$ cat src/rtl/irq_bank_pkg.sv
// Constants shared by the interrupt flag and enable bank
package irq_bank_pkg;
	localparam int DATA_W = 16;
	localparam int ADDR_W = 4;
	localparam int STS_W = 3;

	// Register map, word addresses on the register port
	localparam logic [3:0] OFS_PEND2 = 4'h0;
	localparam logic [3:0] OFS_PEND3 = 4'h1;
	localparam logic [3:0] OFS_PEND4 = 4'h2;
	localparam logic [3:0] OFS_EN0 = 4'h3;
	localparam logic [3:0] OFS_EN1 = 4'h4;
	localparam logic [3:0] OFS_IRQ_STATUS = 4'h5;
	localparam logic [3:0] OFS_IRQ_CLEAR = 4'h6;
	localparam logic [3:0] OFS_IRQ_ENABLE = 4'h7;

	localparam logic [15:0] RESET_VALUE = 16'h0000;
	localparam logic [2:0] STS_RESET = 3'h0;

	// Implemented bit positions of each register
	localparam logic [15:0] MASK_PEND2 = 16'h0007;
	localparam logic [15:0] MASK_PEND3 = 16'h39ff;
	localparam logic [15:0] MASK_PEND4 = 16'h00f6;
	localparam logic [15:0] MASK_EN0 = 16'h7fff;
	localparam logic [15:0] MASK_EN1 = 16'hfff0;

	// Pending group two
	localparam int BIT_CAN1_RX_READY = 2;
	localparam int BIT_SPI_PORT2_EVENT = 1;
	localparam int BIT_SPI_PORT2_ERROR = 0;
	// Pending group three
	localparam int BIT_DMA_CH5_DONE = 13;
	localparam int BIT_CODEC_IF_EVENT = 12;
	localparam int BIT_CODEC_IF_ERROR = 11;
	localparam int BIT_CAN2_EVENT = 8;
	localparam int BIT_CAN2_RX_READY = 7;
	localparam int BIT_EXT_PIN4 = 6;
	localparam int BIT_EXT_PIN3 = 5;
	localparam int BIT_TIMER9 = 4;
	localparam int BIT_TIMER8 = 3;
	localparam int BIT_I2C_PORT2_MASTER = 2;
	localparam int BIT_I2C_PORT2_SLAVE = 1;
	localparam int BIT_TIMER7 = 0;
	// Pending group four
	localparam int BIT_CAN2_TX_REQUEST = 7;
	localparam int BIT_CAN1_TX_REQUEST = 6;
	localparam int BIT_DMA_CH7_DONE = 5;
	localparam int BIT_DMA_CH6_DONE = 4;
	localparam int BIT_UART_PORT2_ERROR = 2;
	localparam int BIT_UART_PORT1_ERROR = 1;

	// Enable group zero
	localparam int BIT_DMA_CH1_DONE_EN = 14;
	localparam int BIT_ADC1_DONE_EN = 13;
	localparam int BIT_UART_PORT1_TX_EN = 12;
	localparam int BIT_UART_PORT1_RX_EN = 11;
	localparam int BIT_SPI_PORT1_EVENT_EN = 10;
	localparam int BIT_SPI_PORT1_ERROR_EN = 9;
	localparam int BIT_TIMER3_EN = 8;
	localparam int BIT_TIMER2_EN = 7;
	localparam int BIT_COMPARE_CH2_EN = 6;
	localparam int BIT_CAPTURE_CH2_EN = 5;
	localparam int BIT_DMA_CH0_DONE_EN = 4;
	localparam int BIT_TIMER1_EN = 3;
	localparam int BIT_COMPARE_CH1_EN = 2;
	localparam int BIT_CAPTURE_CH1_EN = 1;
	localparam int BIT_EXT_PIN0_EN = 0;
	// Enable group one, upper part held here
	localparam int BIT_UART_PORT2_TX_EN = 15;
	localparam int BIT_UART_PORT2_RX_EN = 14;
	localparam int BIT_EXT_PIN2_EN = 13;
	localparam int BIT_TIMER5_EN = 12;
	localparam int BIT_TIMER4_EN = 11;
	localparam int BIT_COMPARE_CH4_EN = 10;
	localparam int BIT_COMPARE_CH3_EN = 9;
	localparam int BIT_DMA_CH2_DONE_EN = 8;
	localparam int BIT_CAPTURE_CH8_EN = 7;
	localparam int BIT_CAPTURE_CH7_EN = 6;
	localparam int BIT_ADC2_DONE_EN = 5;
	localparam int BIT_EXT_PIN1_EN = 4;

	// Summary status bits, one per pending group
	localparam int STS_PEND2 = 0;
	localparam int STS_PEND3 = 1;
	localparam int STS_PEND4 = 2;
endpackage

$ cat src/rtl/irq_flag_reg.sv
// One 16-bit flag or enable register with hardware set and software write
`timescale 1ns/1ps
module irq_flag_reg #(
	parameter logic [15:0] IMPL_MASK = 16'hffff
) (
	input wire logic i_clk,
	input wire logic i_resetn,
	input wire logic i_wr,
	input wire logic [irq_bank_pkg::DATA_W-1:0] i_wdata,
	input wire logic [irq_bank_pkg::DATA_W-1:0] i_set,
	output logic [irq_bank_pkg::DATA_W-1:0] o_value
);
	import irq_bank_pkg::*;

	typedef struct packed {
		logic [DATA_W-1:0] value;
	} flag_state_t;

	flag_state_t state_q;
	flag_state_t state_d;

	always_comb begin
		state_d = state_q;
		if (i_wr) begin
			state_d.value = i_wdata;
		end
		// Set applied after the write so an event in the write cycle survives
		state_d.value = (state_d.value | i_set) & IMPL_MASK;
	end

	always_ff @(posedge i_clk) begin
		if (!i_resetn) begin
			state_q.value <= RESET_VALUE;
		end else begin
			state_q <= state_d;
		end
	end

	assign o_value = state_q.value;
endmodule // irq_flag_reg

$ cat src/rtl/irq_flag_enable_bank.sv
// Interrupt pending flags for groups two to four and enables for groups zero and one
`timescale 1ns/1ps
module irq_flag_enable_bank (
	input wire logic i_clk,
	input wire logic i_resetn,
	input wire logic [irq_bank_pkg::ADDR_W-1:0] i_addr,
	input wire logic [irq_bank_pkg::DATA_W-1:0] i_wdata,
	input wire logic i_wr,
	input wire logic i_rd,
	output logic [irq_bank_pkg::DATA_W-1:0] o_rdata,
	input wire logic i_can1_rx_ready_flag,
	input wire logic i_spi_port2_event_flag,
	input wire logic i_spi_port2_error_flag,
	input wire logic i_dma_ch5_done_flag,
	input wire logic i_codec_if_event_flag,
	input wire logic i_codec_if_error_flag,
	input wire logic i_can2_event_flag,
	input wire logic i_can2_rx_ready_flag,
	input wire logic i_ext_pin4_flag,
	input wire logic i_ext_pin3_flag,
	input wire logic i_timer9_flag,
	input wire logic i_timer8_flag,
	input wire logic i_i2c_port2_master_flag,
	input wire logic i_i2c_port2_slave_flag,
	input wire logic i_timer7_flag,
	input wire logic i_can2_tx_request_flag,
	input wire logic i_can1_tx_request_flag,
	input wire logic i_dma_ch7_done_flag,
	input wire logic i_dma_ch6_done_flag,
	input wire logic i_uart_port2_error_flag,
	input wire logic i_uart_port1_error_flag,
	input wire logic [irq_bank_pkg::DATA_W-1:0] i_flags_group0,
	input wire logic [irq_bank_pkg::DATA_W-1:0] i_flags_group1,
	input wire logic [irq_bank_pkg::DATA_W-1:0] i_en_group2,
	input wire logic [irq_bank_pkg::DATA_W-1:0] i_en_group3,
	input wire logic [irq_bank_pkg::DATA_W-1:0] i_en_group4,
	output logic [irq_bank_pkg::DATA_W-1:0] o_pend_group2,
	output logic [irq_bank_pkg::DATA_W-1:0] o_pend_group3,
	output logic [irq_bank_pkg::DATA_W-1:0] o_pend_group4,
	output logic [irq_bank_pkg::DATA_W-1:0] o_en_group0,
	output logic [irq_bank_pkg::DATA_W-1:0] o_en_group1,
	output logic [irq_bank_pkg::DATA_W-1:0] o_req_group0,
	output logic [irq_bank_pkg::DATA_W-1:0] o_req_group1,
	output logic [irq_bank_pkg::DATA_W-1:0] o_req_group2,
	output logic [irq_bank_pkg::DATA_W-1:0] o_req_group3,
	output logic [irq_bank_pkg::DATA_W-1:0] o_req_group4,
	output logic o_irq
);
	import irq_bank_pkg::*;

	typedef struct packed {
		logic [DATA_W-1:0] rdata;
		logic [DATA_W-1:0] req0;
		logic [DATA_W-1:0] req1;
		logic [DATA_W-1:0] req2;
		logic [DATA_W-1:0] req3;
		logic [DATA_W-1:0] req4;
		logic [STS_W-1:0] sts;
		logic [STS_W-1:0] sts_en;
		logic irq;
	} bank_state_t;

	bank_state_t state_q;
	bank_state_t state_d;

	logic [DATA_W-1:0] evt2;
	logic [DATA_W-1:0] evt3;
	logic [DATA_W-1:0] evt4;
	logic [DATA_W-1:0] pend2;
	logic [DATA_W-1:0] pend3;
	logic [DATA_W-1:0] pend4;
	logic [DATA_W-1:0] en0;
	logic [DATA_W-1:0] en1;
	logic wr_pend2;
	logic wr_pend3;
	logic wr_pend4;
	logic wr_en0;
	logic wr_en1;
	logic [STS_W-1:0] new_evt;
	logic [STS_W-1:0] sts_clr;

	// Event sources are on this clock already, so no synchronisers here
	always_comb begin
		evt2 = '0;
		evt3 = '0;
		evt4 = '0;
		evt2[BIT_CAN1_RX_READY] = i_can1_rx_ready_flag;
		evt2[BIT_SPI_PORT2_EVENT] = i_spi_port2_event_flag;
		evt2[BIT_SPI_PORT2_ERROR] = i_spi_port2_error_flag;
		evt3[BIT_DMA_CH5_DONE] = i_dma_ch5_done_flag;
		evt3[BIT_CODEC_IF_EVENT] = i_codec_if_event_flag;
		evt3[BIT_CODEC_IF_ERROR] = i_codec_if_error_flag;
		evt3[BIT_CAN2_EVENT] = i_can2_event_flag;
		evt3[BIT_CAN2_RX_READY] = i_can2_rx_ready_flag;
		evt3[BIT_EXT_PIN4] = i_ext_pin4_flag;
		evt3[BIT_EXT_PIN3] = i_ext_pin3_flag;
		evt3[BIT_TIMER9] = i_timer9_flag;
		evt3[BIT_TIMER8] = i_timer8_flag;
		evt3[BIT_I2C_PORT2_MASTER] = i_i2c_port2_master_flag;
		evt3[BIT_I2C_PORT2_SLAVE] = i_i2c_port2_slave_flag;
		evt3[BIT_TIMER7] = i_timer7_flag;
		evt4[BIT_CAN2_TX_REQUEST] = i_can2_tx_request_flag;
		evt4[BIT_CAN1_TX_REQUEST] = i_can1_tx_request_flag;
		evt4[BIT_DMA_CH7_DONE] = i_dma_ch7_done_flag;
		evt4[BIT_DMA_CH6_DONE] = i_dma_ch6_done_flag;
		evt4[BIT_UART_PORT2_ERROR] = i_uart_port2_error_flag;
		evt4[BIT_UART_PORT1_ERROR] = i_uart_port1_error_flag;
	end

	assign wr_pend2 = i_wr && (i_addr == OFS_PEND2);
	assign wr_pend3 = i_wr && (i_addr == OFS_PEND3);
	assign wr_pend4 = i_wr && (i_addr == OFS_PEND4);
	assign wr_en0 = i_wr && (i_addr == OFS_EN0);
	assign wr_en1 = i_wr && (i_addr == OFS_EN1);

	irq_flag_reg #(
		.IMPL_MASK(MASK_PEND2)
	) u_pend2 (
		.i_clk(i_clk),
		.i_resetn(i_resetn),
		.i_wr(wr_pend2),
		.i_wdata(i_wdata),
		.i_set(evt2),
		.o_value(pend2)
	);

	irq_flag_reg #(
		.IMPL_MASK(MASK_PEND3)
	) u_pend3 (
		.i_clk(i_clk),
		.i_resetn(i_resetn),
		.i_wr(wr_pend3),
		.i_wdata(i_wdata),
		.i_set(evt3),
		.o_value(pend3)
	);

	irq_flag_reg #(
		.IMPL_MASK(MASK_PEND4)
	) u_pend4 (
		.i_clk(i_clk),
		.i_resetn(i_resetn),
		.i_wr(wr_pend4),
		.i_wdata(i_wdata),
		.i_set(evt4),
		.o_value(pend4)
	);

	// Enables have no hardware set path
	irq_flag_reg #(
		.IMPL_MASK(MASK_EN0)
	) u_en0 (
		.i_clk(i_clk),
		.i_resetn(i_resetn),
		.i_wr(wr_en0),
		.i_wdata(i_wdata),
		.i_set(RESET_VALUE),
		.o_value(en0)
	);

	// Bits 3-0 of group one belong to another part of the unit and read zero here
	irq_flag_reg #(
		.IMPL_MASK(MASK_EN1)
	) u_en1 (
		.i_clk(i_clk),
		.i_resetn(i_resetn),
		.i_wr(wr_en1),
		.i_wdata(i_wdata),
		.i_set(RESET_VALUE),
		.o_value(en1)
	);

	// A group's summary event is a flag newly rising from zero
	always_comb begin
		new_evt = '0;
		new_evt[STS_PEND2] = |(evt2 & ~pend2 & MASK_PEND2);
		new_evt[STS_PEND3] = |(evt3 & ~pend3 & MASK_PEND3);
		new_evt[STS_PEND4] = |(evt4 & ~pend4 & MASK_PEND4);
		sts_clr = '0;
		if (i_wr && (i_addr == OFS_IRQ_CLEAR)) begin
			sts_clr = i_wdata[STS_W-1:0];
		end
	end

	always_comb begin
		state_d = state_q;
		// Forwarded requests are one cycle behind the flag and enable they come from
		state_d.req0 = i_flags_group0 & en0 & MASK_EN0;
		state_d.req1 = i_flags_group1 & en1 & MASK_EN1;
		state_d.req2 = pend2 & i_en_group2 & MASK_PEND2;
		state_d.req3 = pend3 & i_en_group3 & MASK_PEND3;
		state_d.req4 = pend4 & i_en_group4 & MASK_PEND4;
		// Set beats clear so an event in the clearing cycle is kept
		state_d.sts = (state_q.sts & ~sts_clr) | new_evt;
		if (i_wr && (i_addr == OFS_IRQ_ENABLE)) begin
			state_d.sts_en = i_wdata[STS_W-1:0];
		end
		state_d.irq = |(state_d.sts & state_d.sts_en);
		// Read data stands only in the cycle after the strobe
		state_d.rdata = '0;
		if (i_rd) begin
			case (i_addr)
				OFS_PEND2: state_d.rdata = pend2;
				OFS_PEND3: state_d.rdata = pend3;
				OFS_PEND4: state_d.rdata = pend4;
				OFS_EN0: state_d.rdata = en0;
				OFS_EN1: state_d.rdata = en1;
				OFS_IRQ_STATUS: state_d.rdata = {{(DATA_W-STS_W){1'b0}}, state_q.sts};
				OFS_IRQ_ENABLE: state_d.rdata = {{(DATA_W-STS_W){1'b0}}, state_q.sts_en};
				default: state_d.rdata = '0;
			endcase
		end
	end

	always_ff @(posedge i_clk) begin
		if (!i_resetn) begin
			state_q.rdata <= RESET_VALUE;
			state_q.req0 <= RESET_VALUE;
			state_q.req1 <= RESET_VALUE;
			state_q.req2 <= RESET_VALUE;
			state_q.req3 <= RESET_VALUE;
			state_q.req4 <= RESET_VALUE;
			state_q.sts <= STS_RESET;
			state_q.sts_en <= STS_RESET;
			state_q.irq <= 1'b0;
		end else begin
			state_q <= state_d;
		end
	end

	assign o_rdata = state_q.rdata;
	assign o_pend_group2 = pend2;
	assign o_pend_group3 = pend3;
	assign o_pend_group4 = pend4;
	assign o_en_group0 = en0;
	assign o_en_group1 = en1;
	assign o_req_group0 = state_q.req0;
	assign o_req_group1 = state_q.req1;
	assign o_req_group2 = state_q.req2;
	assign o_req_group3 = state_q.req3;
	assign o_req_group4 = state_q.req4;
	assign o_irq = state_q.irq;
endmodule // irq_flag_enable_bank

$ cat config.mk
export PLATFORM = sky130hd
export DESIGN_NAME = irq_flag_enable_bank
export DESIGN_NICKNAME = d
export VERILOG_FILES = /design/src/rtl/irq_bank_pkg.sv /design/src/rtl/irq_flag_reg.sv /design/src/rtl/irq_flag_enable_bank.sv
export SDC_FILE = /design/constraint.sdc
export NUM_CORES = 1
export LEC_CHECK = 0
export ABC_CLOCK_PERIOD_IN_PS = 3700
export BUFFER_PORTS_ARGS = -buffer_cell sky130_fd_sc_hd__buf_4
export CAP_MARGIN = 20
export CORE_MARGIN = 5
export CORE_UTILIZATION = 49
export DETAILED_ROUTE_END_ITERATION = 8
export PLACE_DENSITY = 0.87
export RECOVER_POWER = 100
export SYNTH_ARGS = -nofsm -noshare
export SYNTH_HDL_FRONTEND = slang
export SYNTH_HIERARCHICAL = 1
export SYNTH_SLANG_ARGS = --single-unit
export TNS_END_PERCENT = 1
$ cat constraint.sdc
create_clock -name i_clk -period 3.7 [get_ports i_clk]
set_clock_uncertainty 0.15 [all_clocks]
set_input_delay 0.555 -clock i_clk [delete_from_list [all_inputs] [get_ports i_clk]]
set_output_delay 0.555 -clock i_clk [all_outputs]
set_load 0.02 [all_outputs]
==> metrics.md, run 1 <==
| Metric | Value |
|---|---|
| Syn Inst Count | around 550 |
| CP required | roughly 3.9 ns |
| Initial core utilization | 0.501 |
| Max-Cap Viols | 0 |
| Post-synth top area share | 0.415 |
| CTS clk-pin slew, worst paths | approximately 0.050 ns |
| Vias in the first global route | ~4800 |
| Post-DRT Antenna Nets | 0 |
| Top-level port count | roughly 300 |
| Setup Fix Bufs, Post-CTS | 0 |
| Setup TNS | 0 ns |
| Nets | approximately 850 |
| Worst slew pin tran | 1.10 ns |
| Clock power share | 0.471 |
| Via Count | 4576 |
| Post-cts sizing count | 0 |
| Period minus WS final | 2.80 ns |
| Sequential area share after synthesis | 0.415 |
| Cell-internal power | roughly 2.6 mW |
| Tot Pwr | ~3.5 mW |
| Final Max Tran Viols | 0 |
| 1st-iter DRT viols | slightly above 400 |
| # H-tree levels | 4 |
| Worst reg-to-reg setup slack | approximately 1.8 ns |
| WL/cell | roughly 20 um |
| # diodes | 0 |
| HPWL Detailed | 12600 um |
| Core area | 11500 um2 |
| Initial antenna violation count | 0 |
| PwrDens | ~520 nW/um2 |
| Post-Route WL | roughly 18000 um |
| Gr usage total | 0.242 |
| Placer Congestion | between 0.8 and 0.9 |
| Die width | approximately 120 um |
| Hold Fails Final Rpt | 0 |
| Synth Warn # | 6 |
| Clk sinks | 119 |
| Row count | 39 |
| Clock root cell | clkbuf_16 |
| Synth area leader | dfxtp_1 |
| Residual DRC count | 0 |
| Synth-to-layout area growth | 17.7% |
| Netlist cell types | between 40 and 50 |
| Crit path kind | input pin to flip-flop |
| First-pass GRT wire length | approximately 26000 um |
| Largest net degree at the start of global routing | between 50 and 60 |
| Hold_buf cts | 0 |
| Slew Limit Headroom | 0.269 |
| Post-synth EDFFs | 0 |
| Async SR Flop Fraction | 0 |
| P_sw | a little over 0.9 mW |
| VDD IR max | between 0.4 and 0.5 mV |
| Top-count cell post-synth | buf_4 |
| Setup violations, final | 0 |
| Combinational share of power | 0.130 |
| Syn avg cell area | about 10 um2 |
| Drt via density | roughly 5.2 |
| Final worst path period share | 0.758 |
| Pleak | 3.05 nW |
| Crit Path Max Fanout | 15 |
| RSZ-0062 raised after global routing | no |
| Clock latency on the worst-skew pair | approximately 0.4 ns |
| Worst EP arrival | around 3.0 ns |
| Total CTS buffers | 17 |
| CP endpoint kind | flip-flop |
| Yosys reg bits | 119 |
| Commonest cells in the synthesized netlist | 129 x buf_4, 119 x dfxtp_1, 49 x o21a_1, 48 x and3_1, 36 x mux2_4 |
| PortBufs | 205 |
| Share of cells above drive strength 1 | 0.197 |
| Grt ovf | 0 |
| # fillers | 1077 |
| Top post-synthesis cells by area | dfxtp_1 41%, buf_4 17%, mux2_4 9.4%, o21a_1 6.4%, and3_1 5.2% |
| Main synth FF type | dfxtp_1 |
| CP Launch Type | input pin |
| Sequential share of power | 0.399 |
| First drt pass iteration count | 6 |
| Full die area | 14000 um2 |
| Core Util, Final | 0.590 |
| Max frequency | ~360 MHz |
| Die height | roughly 120 um |
| Status | completed |
| Tightest Hold Check Type | input pin to flip-flop |
| CTS tree | done |
| Clock buffer depth | 2 |
| Sw Ratio | 0.260 |
| Mapped Area | 5750 um2 |
[routing by layer]
metal,part of all wire,track usage,wire [um]
met4,0.032,0.122,566
met3,0.089,0.0755,1570
met1,0.37,0.258,6520
met5,0,0,0
met2,0.51,0.430,8920
[state kept, by name, summed over array words and instances, names as in the netlist, 6 cells and up]
signal and cells:
u_en0/o_value 15, o_req_group1 12, o_rdata 16, u_pend4/o_value 6
o_req_group3 12, o_req_group4 6, u_en1/o_value 12, state_q 6
u_pend3/o_value 12, o_req_group0 15
[path summary, 6_finish.rpt]
check                                      endpoint  depth (start not counted)                  start
worst max register to register                o_irq                          5    u_pend3/o_value[12]
worst min-delay path            u_pend3/o_value[11]                          2  i_codec_if_error_flag
worst max-delay path                     o_rdata[4]                          6              i_addr[0]
worst min register to register     o_req_group1[10]                          1      u_en1/o_value[10]
[worst max-delay path, cell delays in order]
cell and delay (ns):
clkbuf_1 0.44, and2_0 0.39, nor3b_1 0.27, clkbuf_1 0.85, a22oi_1 0.21, a21oi_1 0.25
[cell type report]
cell class / count / area [um2] / area share
inverters: 15 / 56.3 / 0.00832
flip-flops and latches: 119 / 2380 / 0.352
repair buffers: 215 / 1160 / 0.172
multi-input cells: 352 / 2390 / 0.354
clock inverters: 9 / 125 / 0.0185
well taps: 143 / 179 / 0.0265
clock buffers: 22 / 464 / 0.0686
[stage by stage]
step | hold WS (ns) | cell area [um2] | setup slack (ns) | instances
after floorplan | 0.316 | 6070 | 1.15 | 639
after global placement | 0.334 | 6770 | 1.03 | 844
after detailed placement | 0.360 | 6770 | 0.972 | 844
after CTS | 0.193 | 7360 | 1.42 | 875
after global routing | 0.197 | 6760 | 0.772 | 875
final | 0.210 | 6760 | 0.895 | 875
[placed cells by master, fill, tap and decap left out, types with 10 or more instances in the layout]
| cell type | n |
|---|---|
| and3_1 | 48 |
| a222oi_1 | 15 |
| mux2_1 | 29 |
| dfxtp_1 | 119 |
| conb_1 | 91 |
| clkbuf_16 | 17 |
| clkbuf_1 | 123 |
| mux2_4 | 10 |
| inv_1 | 15 |
| a22oi_1 | 13 |
| o21a_1 | 49 |
| a21oi_1 | 16 |
| buf_4 | 95 |
| nand2b_1 | 10 |
[power groups by stage]
| stage | Combinational, mW | Clock (mW) | Sequential [mW] |
|---|---|---|---|
| 4_1_cts | 0.524 | 1.68 | 1.41 |
| 6_report | 0.459 | 1.66 | 1.40 |
| 2_1_floorplan | 0.335 | 0 | 1.46 |
| 3_5_place_dp | 0.521 | 0 | 1.43 |
| 5_1_grt | 0.494 | 1.75 | 1.41 |
| 3_3_place_gp | 0.509 | 0 | 1.43 |
[cell families after synthesis]
group	Yosys count	synth area share
AOI/OAI and AO/OA	115	0.150
buffers and inverters	168	0.205
DFF	119	0.415
muxes	51	0.123
other	6	0.00392
and+or+nand+nor	95	0.104
No activity file was read; power rests on OpenSTA's default activity.
==> run 2: changes to the inputs <==
--- a/config.mk
+++ b/config.mk
@@ -5,13 +5,14 @@
 export SDC_FILE = /design/constraint.sdc
 export NUM_CORES = 1
 export LEC_CHECK = 0
-export ABC_CLOCK_PERIOD_IN_PS = 3700
+export ABC_AREA = 1
+export ABC_CLOCK_PERIOD_IN_PS = 2780
 export BUFFER_PORTS_ARGS = -buffer_cell sky130_fd_sc_hd__buf_4
 export CAP_MARGIN = 20
 export CORE_MARGIN = 5
-export CORE_UTILIZATION = 49
+export CORE_UTILIZATION = 47
 export DETAILED_ROUTE_END_ITERATION = 8
-export PLACE_DENSITY = 0.87
+export PLACE_DENSITY = 0.82
 export RECOVER_POWER = 100
 export SYNTH_ARGS = -nofsm -noshare
 export SYNTH_HDL_FRONTEND = slang
==> constraint.sdc (replaced) <==
create_clock -name i_clk -period 2.78 [get_ports i_clk]
set_clock_uncertainty 0.15 [all_clocks]
set_input_delay 0.417 -clock i_clk [delete_from_list [all_inputs] [get_ports i_clk]]
set_output_delay 0.417 -clock i_clk [all_outputs]
set_load 0.02 [all_outputs]
==> run 2 against run 1 <==
Core utilization fell by 2.0 points. Die area rose by 12%. Area after synthesis rose by 9.0%. Count of clock-buffer cells in the layout fell by 3. Worst hold slack got worse by 0.14 ns. Critical path depth rose by 5. Worst setup slack got worse by 0.15 ns. Routed wire length rose by 5.8%. Clock power rose by 61%. Register-to-register slack got worse by 0.47 ns. Critical path type unchanged. Critical endpoint is now u_en0/o_value[0]. Highest routed layer unchanged.
==> metrics.md, run 2 <==
| Metric | Value |
|---|---|
| Status | completed |
| # H-tree levels | 4 (unchanged) |
| # fillers | 1362 (+26%) |
| PwrDens | 696 nW/um2 (+34%) |
| Worst slack at placement | 0.709 ns (-0.263 ns) |
| Top post-synthesis cells by area | dfxtp_1 38%, nand2_1 17%, buf_4 16%, inv_1 7.3%, nor2_1 7.2% |
| CP endpoint kind | flip-flop |
| Core area | 13100 um2 (+15%) |
| Hold_buf cts | 0 (unchanged) |
| Residual DRC count | 0 (unchanged) |
| 1st-iter DRT viols | 363 (-10%) |
| Post-cts sizing count | 0 (unchanged) |
| Final Max Tran Viols | 0 (unchanged) |
| Via Count | 5767 (+26%) |
| Mapped Area | 6260 um2 (+9.0%) |
| Initial antenna violation count | 0 (unchanged) |
| Pleak | 3.83 nW (+26%) |
| Setup TNS | 0 ns (unchanged) |
| Async SR Flop Fraction | 0 (unchanged) |
| First-pass GRT wire length | 28600 um (+8.2%) |
| Drt via density | 4.49 (-14%) |
| Share of cells above drive strength 1 | 0.141 (-0.0558) |
| Worst EP arrival | 2.20 ns (-0.78 ns) |
| Crit path kind | input pin to flip-flop |
| Max frequency | approximately 490 MHz |
| # diodes | 0 (unchanged) |
| Max-Cap Viols | 0 (unchanged) |
| Main synth FF type | dfxtp_1 |
| Synth area leader | dfxtp_1 |
| Die height | 125 um (+6.0%) |
| Commonest cells in the synthesized netlist | 279 x nand2_1, 130 x buf_4, 122 x inv_1, 120 x nor2_1, 119 x dfxtp_1 |
| WHS Path Cells | 3 (+1) |
| Critical path, cell by cell | clkbuf_1 > nand2_1 > inv_1 > nand2_1 > nor2_2 > buf_4 > inv_6 > nand2_1 > nand3_1 > nand2_1 > inv_1 |
| Sequential area share after synthesis | 0.380 (-0.0341) |
| Top-level port count | 302 (unchanged) |
| Clock buffer depth | 2 (unchanged) |
| Final worst path period share | 0.733 |
| Worst slew pin tran | 0.976 ns (-0.121 ns) |
| Total CTS buffers | 17 (unchanged) |
| Syn Inst Count | 928 (+68%) |
| Hold Fails Final Rpt | 0 (unchanged) |
| Placer Congestion | 0.916 (+2.2%) |
| Crit-path slowest cell | inv_1 |
| CTS tree | done |
| Most common cell after layout, fill and taps aside | nand2_1 |
| CTS clk-pin slew, worst paths | 0.06 ns (about the same) |
| FF-to-FF path depth | 7 (+2) |
| Period minus WS final | roughly 2 ns |
| Largest net degree at the start of global routing | 52 (-8.8%) |
| CP required | 2.94 ns (-0.93 ns) |
| First drt pass iteration count | 5 (-1) |
| Syn avg cell area | 6.75 um2 (-35%) |
| Largest stage delay on the critical path | 0.50 ns (-0.35 ns) |
| Slew Limit Headroom | 0.348 (+0.0795) |
| Post-synth top area share | 0.380 (-0.0341) |
| Row count | 42 (+7.7%) |
| PortBufs | 205 (unchanged) |
| Crit Path Max Fanout | 17 (+2) |
| Core Util, Final | 0.569 (-0.0204) |
| Vias in the first global route | 5684 (+19%) |
| Final Worst Setup Slack | 0.743 ns (-0.152 ns) |
| Synth-to-layout area growth | 19.5% |
| VDD IR max | 0.481 mV (+20%) |
| Post-Route WL | 18600 um (+5.8%) |
| Setup Fix Bufs, Post-CTS | 0 (unchanged) |
| Gr usage total | 0.229 (-0.0127) |
| Clock latency on the worst-skew pair | 0.41 ns (about the same) |
| HPWL Detailed | 13900 um (+11%) |
| Top-count cell post-synth | nand2_1 |
| Max reg flops | 16 (unchanged) |
| Post-DRT Antenna Nets | 0 (unchanged) |
| Synth Warn # | 6 (unchanged) |
| WL/cell | 14.5 um (-28%) |
| Netlist cell types | 25 (-39%) |
| CP most frequent cell | nand2_1 |
| Initial core utilization | 0.477 (-0.0245) |
| Post-synth EDFFs | 0 (unchanged) |
| CP Launch Type | input pin |
| Clock root cell | clkbuf_16 |
| Clk sinks | 119 (unchanged) |
| RSZ-0062 raised after global routing | no |
| Nets | 1219 (+44%) |
| Grt ovf | 0 (unchanged) |
| Tightest Hold Check Type | input pin to flip-flop |
| Most frequent cells in the layout | 288 x nand2_1, 125 x inv_1, 121 x nor2_1 |
| Full die area | 15700 um2 (+12%) |
| Yosys reg bits | 119 (unchanged) |
| Setup violations, final | 0 (unchanged) |
| Die width | 125 um (+6.0%) |
## run 2: cell types whose count changed after synthesis, sizes merged, moves of 13 or more
| cell | delta |
|---|---|
| a222oi | -15 |
| nand3 | +58 |
| nand2 | +286 |
| a22oi | -13 |
| nor2 | +121 |
| and3 | -48 |
| inv | +123 |
| mux2 | -48 |
| o21a | -49 |
## run 2: path summary, 6_finish.rpt
| check | start | to | slack, ns |
|---|---|---|---|
| worst max-delay path | i_addr[1] | u_en0/o_value[0] | 0.74 |
| worst min-delay path | i_flags_group0[5] | o_req_group0[5] | 0.07 |
| worst max register to register | u_pend3/o_value[13] | o_irq | 1.34 |
| worst min register to register | u_pend2/o_value[2] | o_req_group2[2] | 0.31 |
## run 2: kinds of logic after synthesis
family	count (synthesis)	share of synthesized area
other cells	6	0.00360
simple gates	493	0.331
buf+inv	291	0.269
compound gates	19	0.0158
flops	119	0.380
## run 2: per-stage QoR
step / hold WS, ns / instances / instance area [um2] / total power, mW
after detailed placement: 0.303 / 1251 / 7250 / 2.64
after global placement: 0.299 / 1251 / 7250 / 2.62
after CTS: 0.0516 / 1283 / 7970 / 5.32
final: 0.0665 / 1283 / 7480 / 5.21
after floorplan: 0.311 / 1013 / 6580 / 2.42
after global routing: 0.0670 / 1283 / 7480 / 5.40
## run 2: routing by layer
layer  part of all wire  up-vias  wire (um)  GRT usage
met3              0.091       30       1700     0.0780
met1               0.39     2584       7160      0.254
met2               0.50      288       9380      0.409
met4              0.018        0        342     0.0797
li1                   -     2865          -          -
met5                  0        -          0          0
## run 2: final cells by class
cell class                 count  area, um2  share of cell area
clock buffer                  19        443              0.0592
clock inverter                13        274              0.0366
inverter                     140        536              0.0716
tap                          176        220              0.0294
multi-input combinational    603       2470               0.331
timing repair buffer         213       1150               0.154
sequential                   119       2380               0.318
## run 2: where the power goes
part	internal [mW]	leakage [nW]	total, mW	switching [mW]
Clock	1.88	0.343	2.67	0.784
Sequential	1.80	0.982	1.87	0.0757
Combinational	0.209	2.51	0.667	0.458
## run 2: worst max-delay path, delay by kind of cell
kind | cells | cell delay [ns]
buf+inv | 5 | 1.13
simple gates | 6 | 0.63
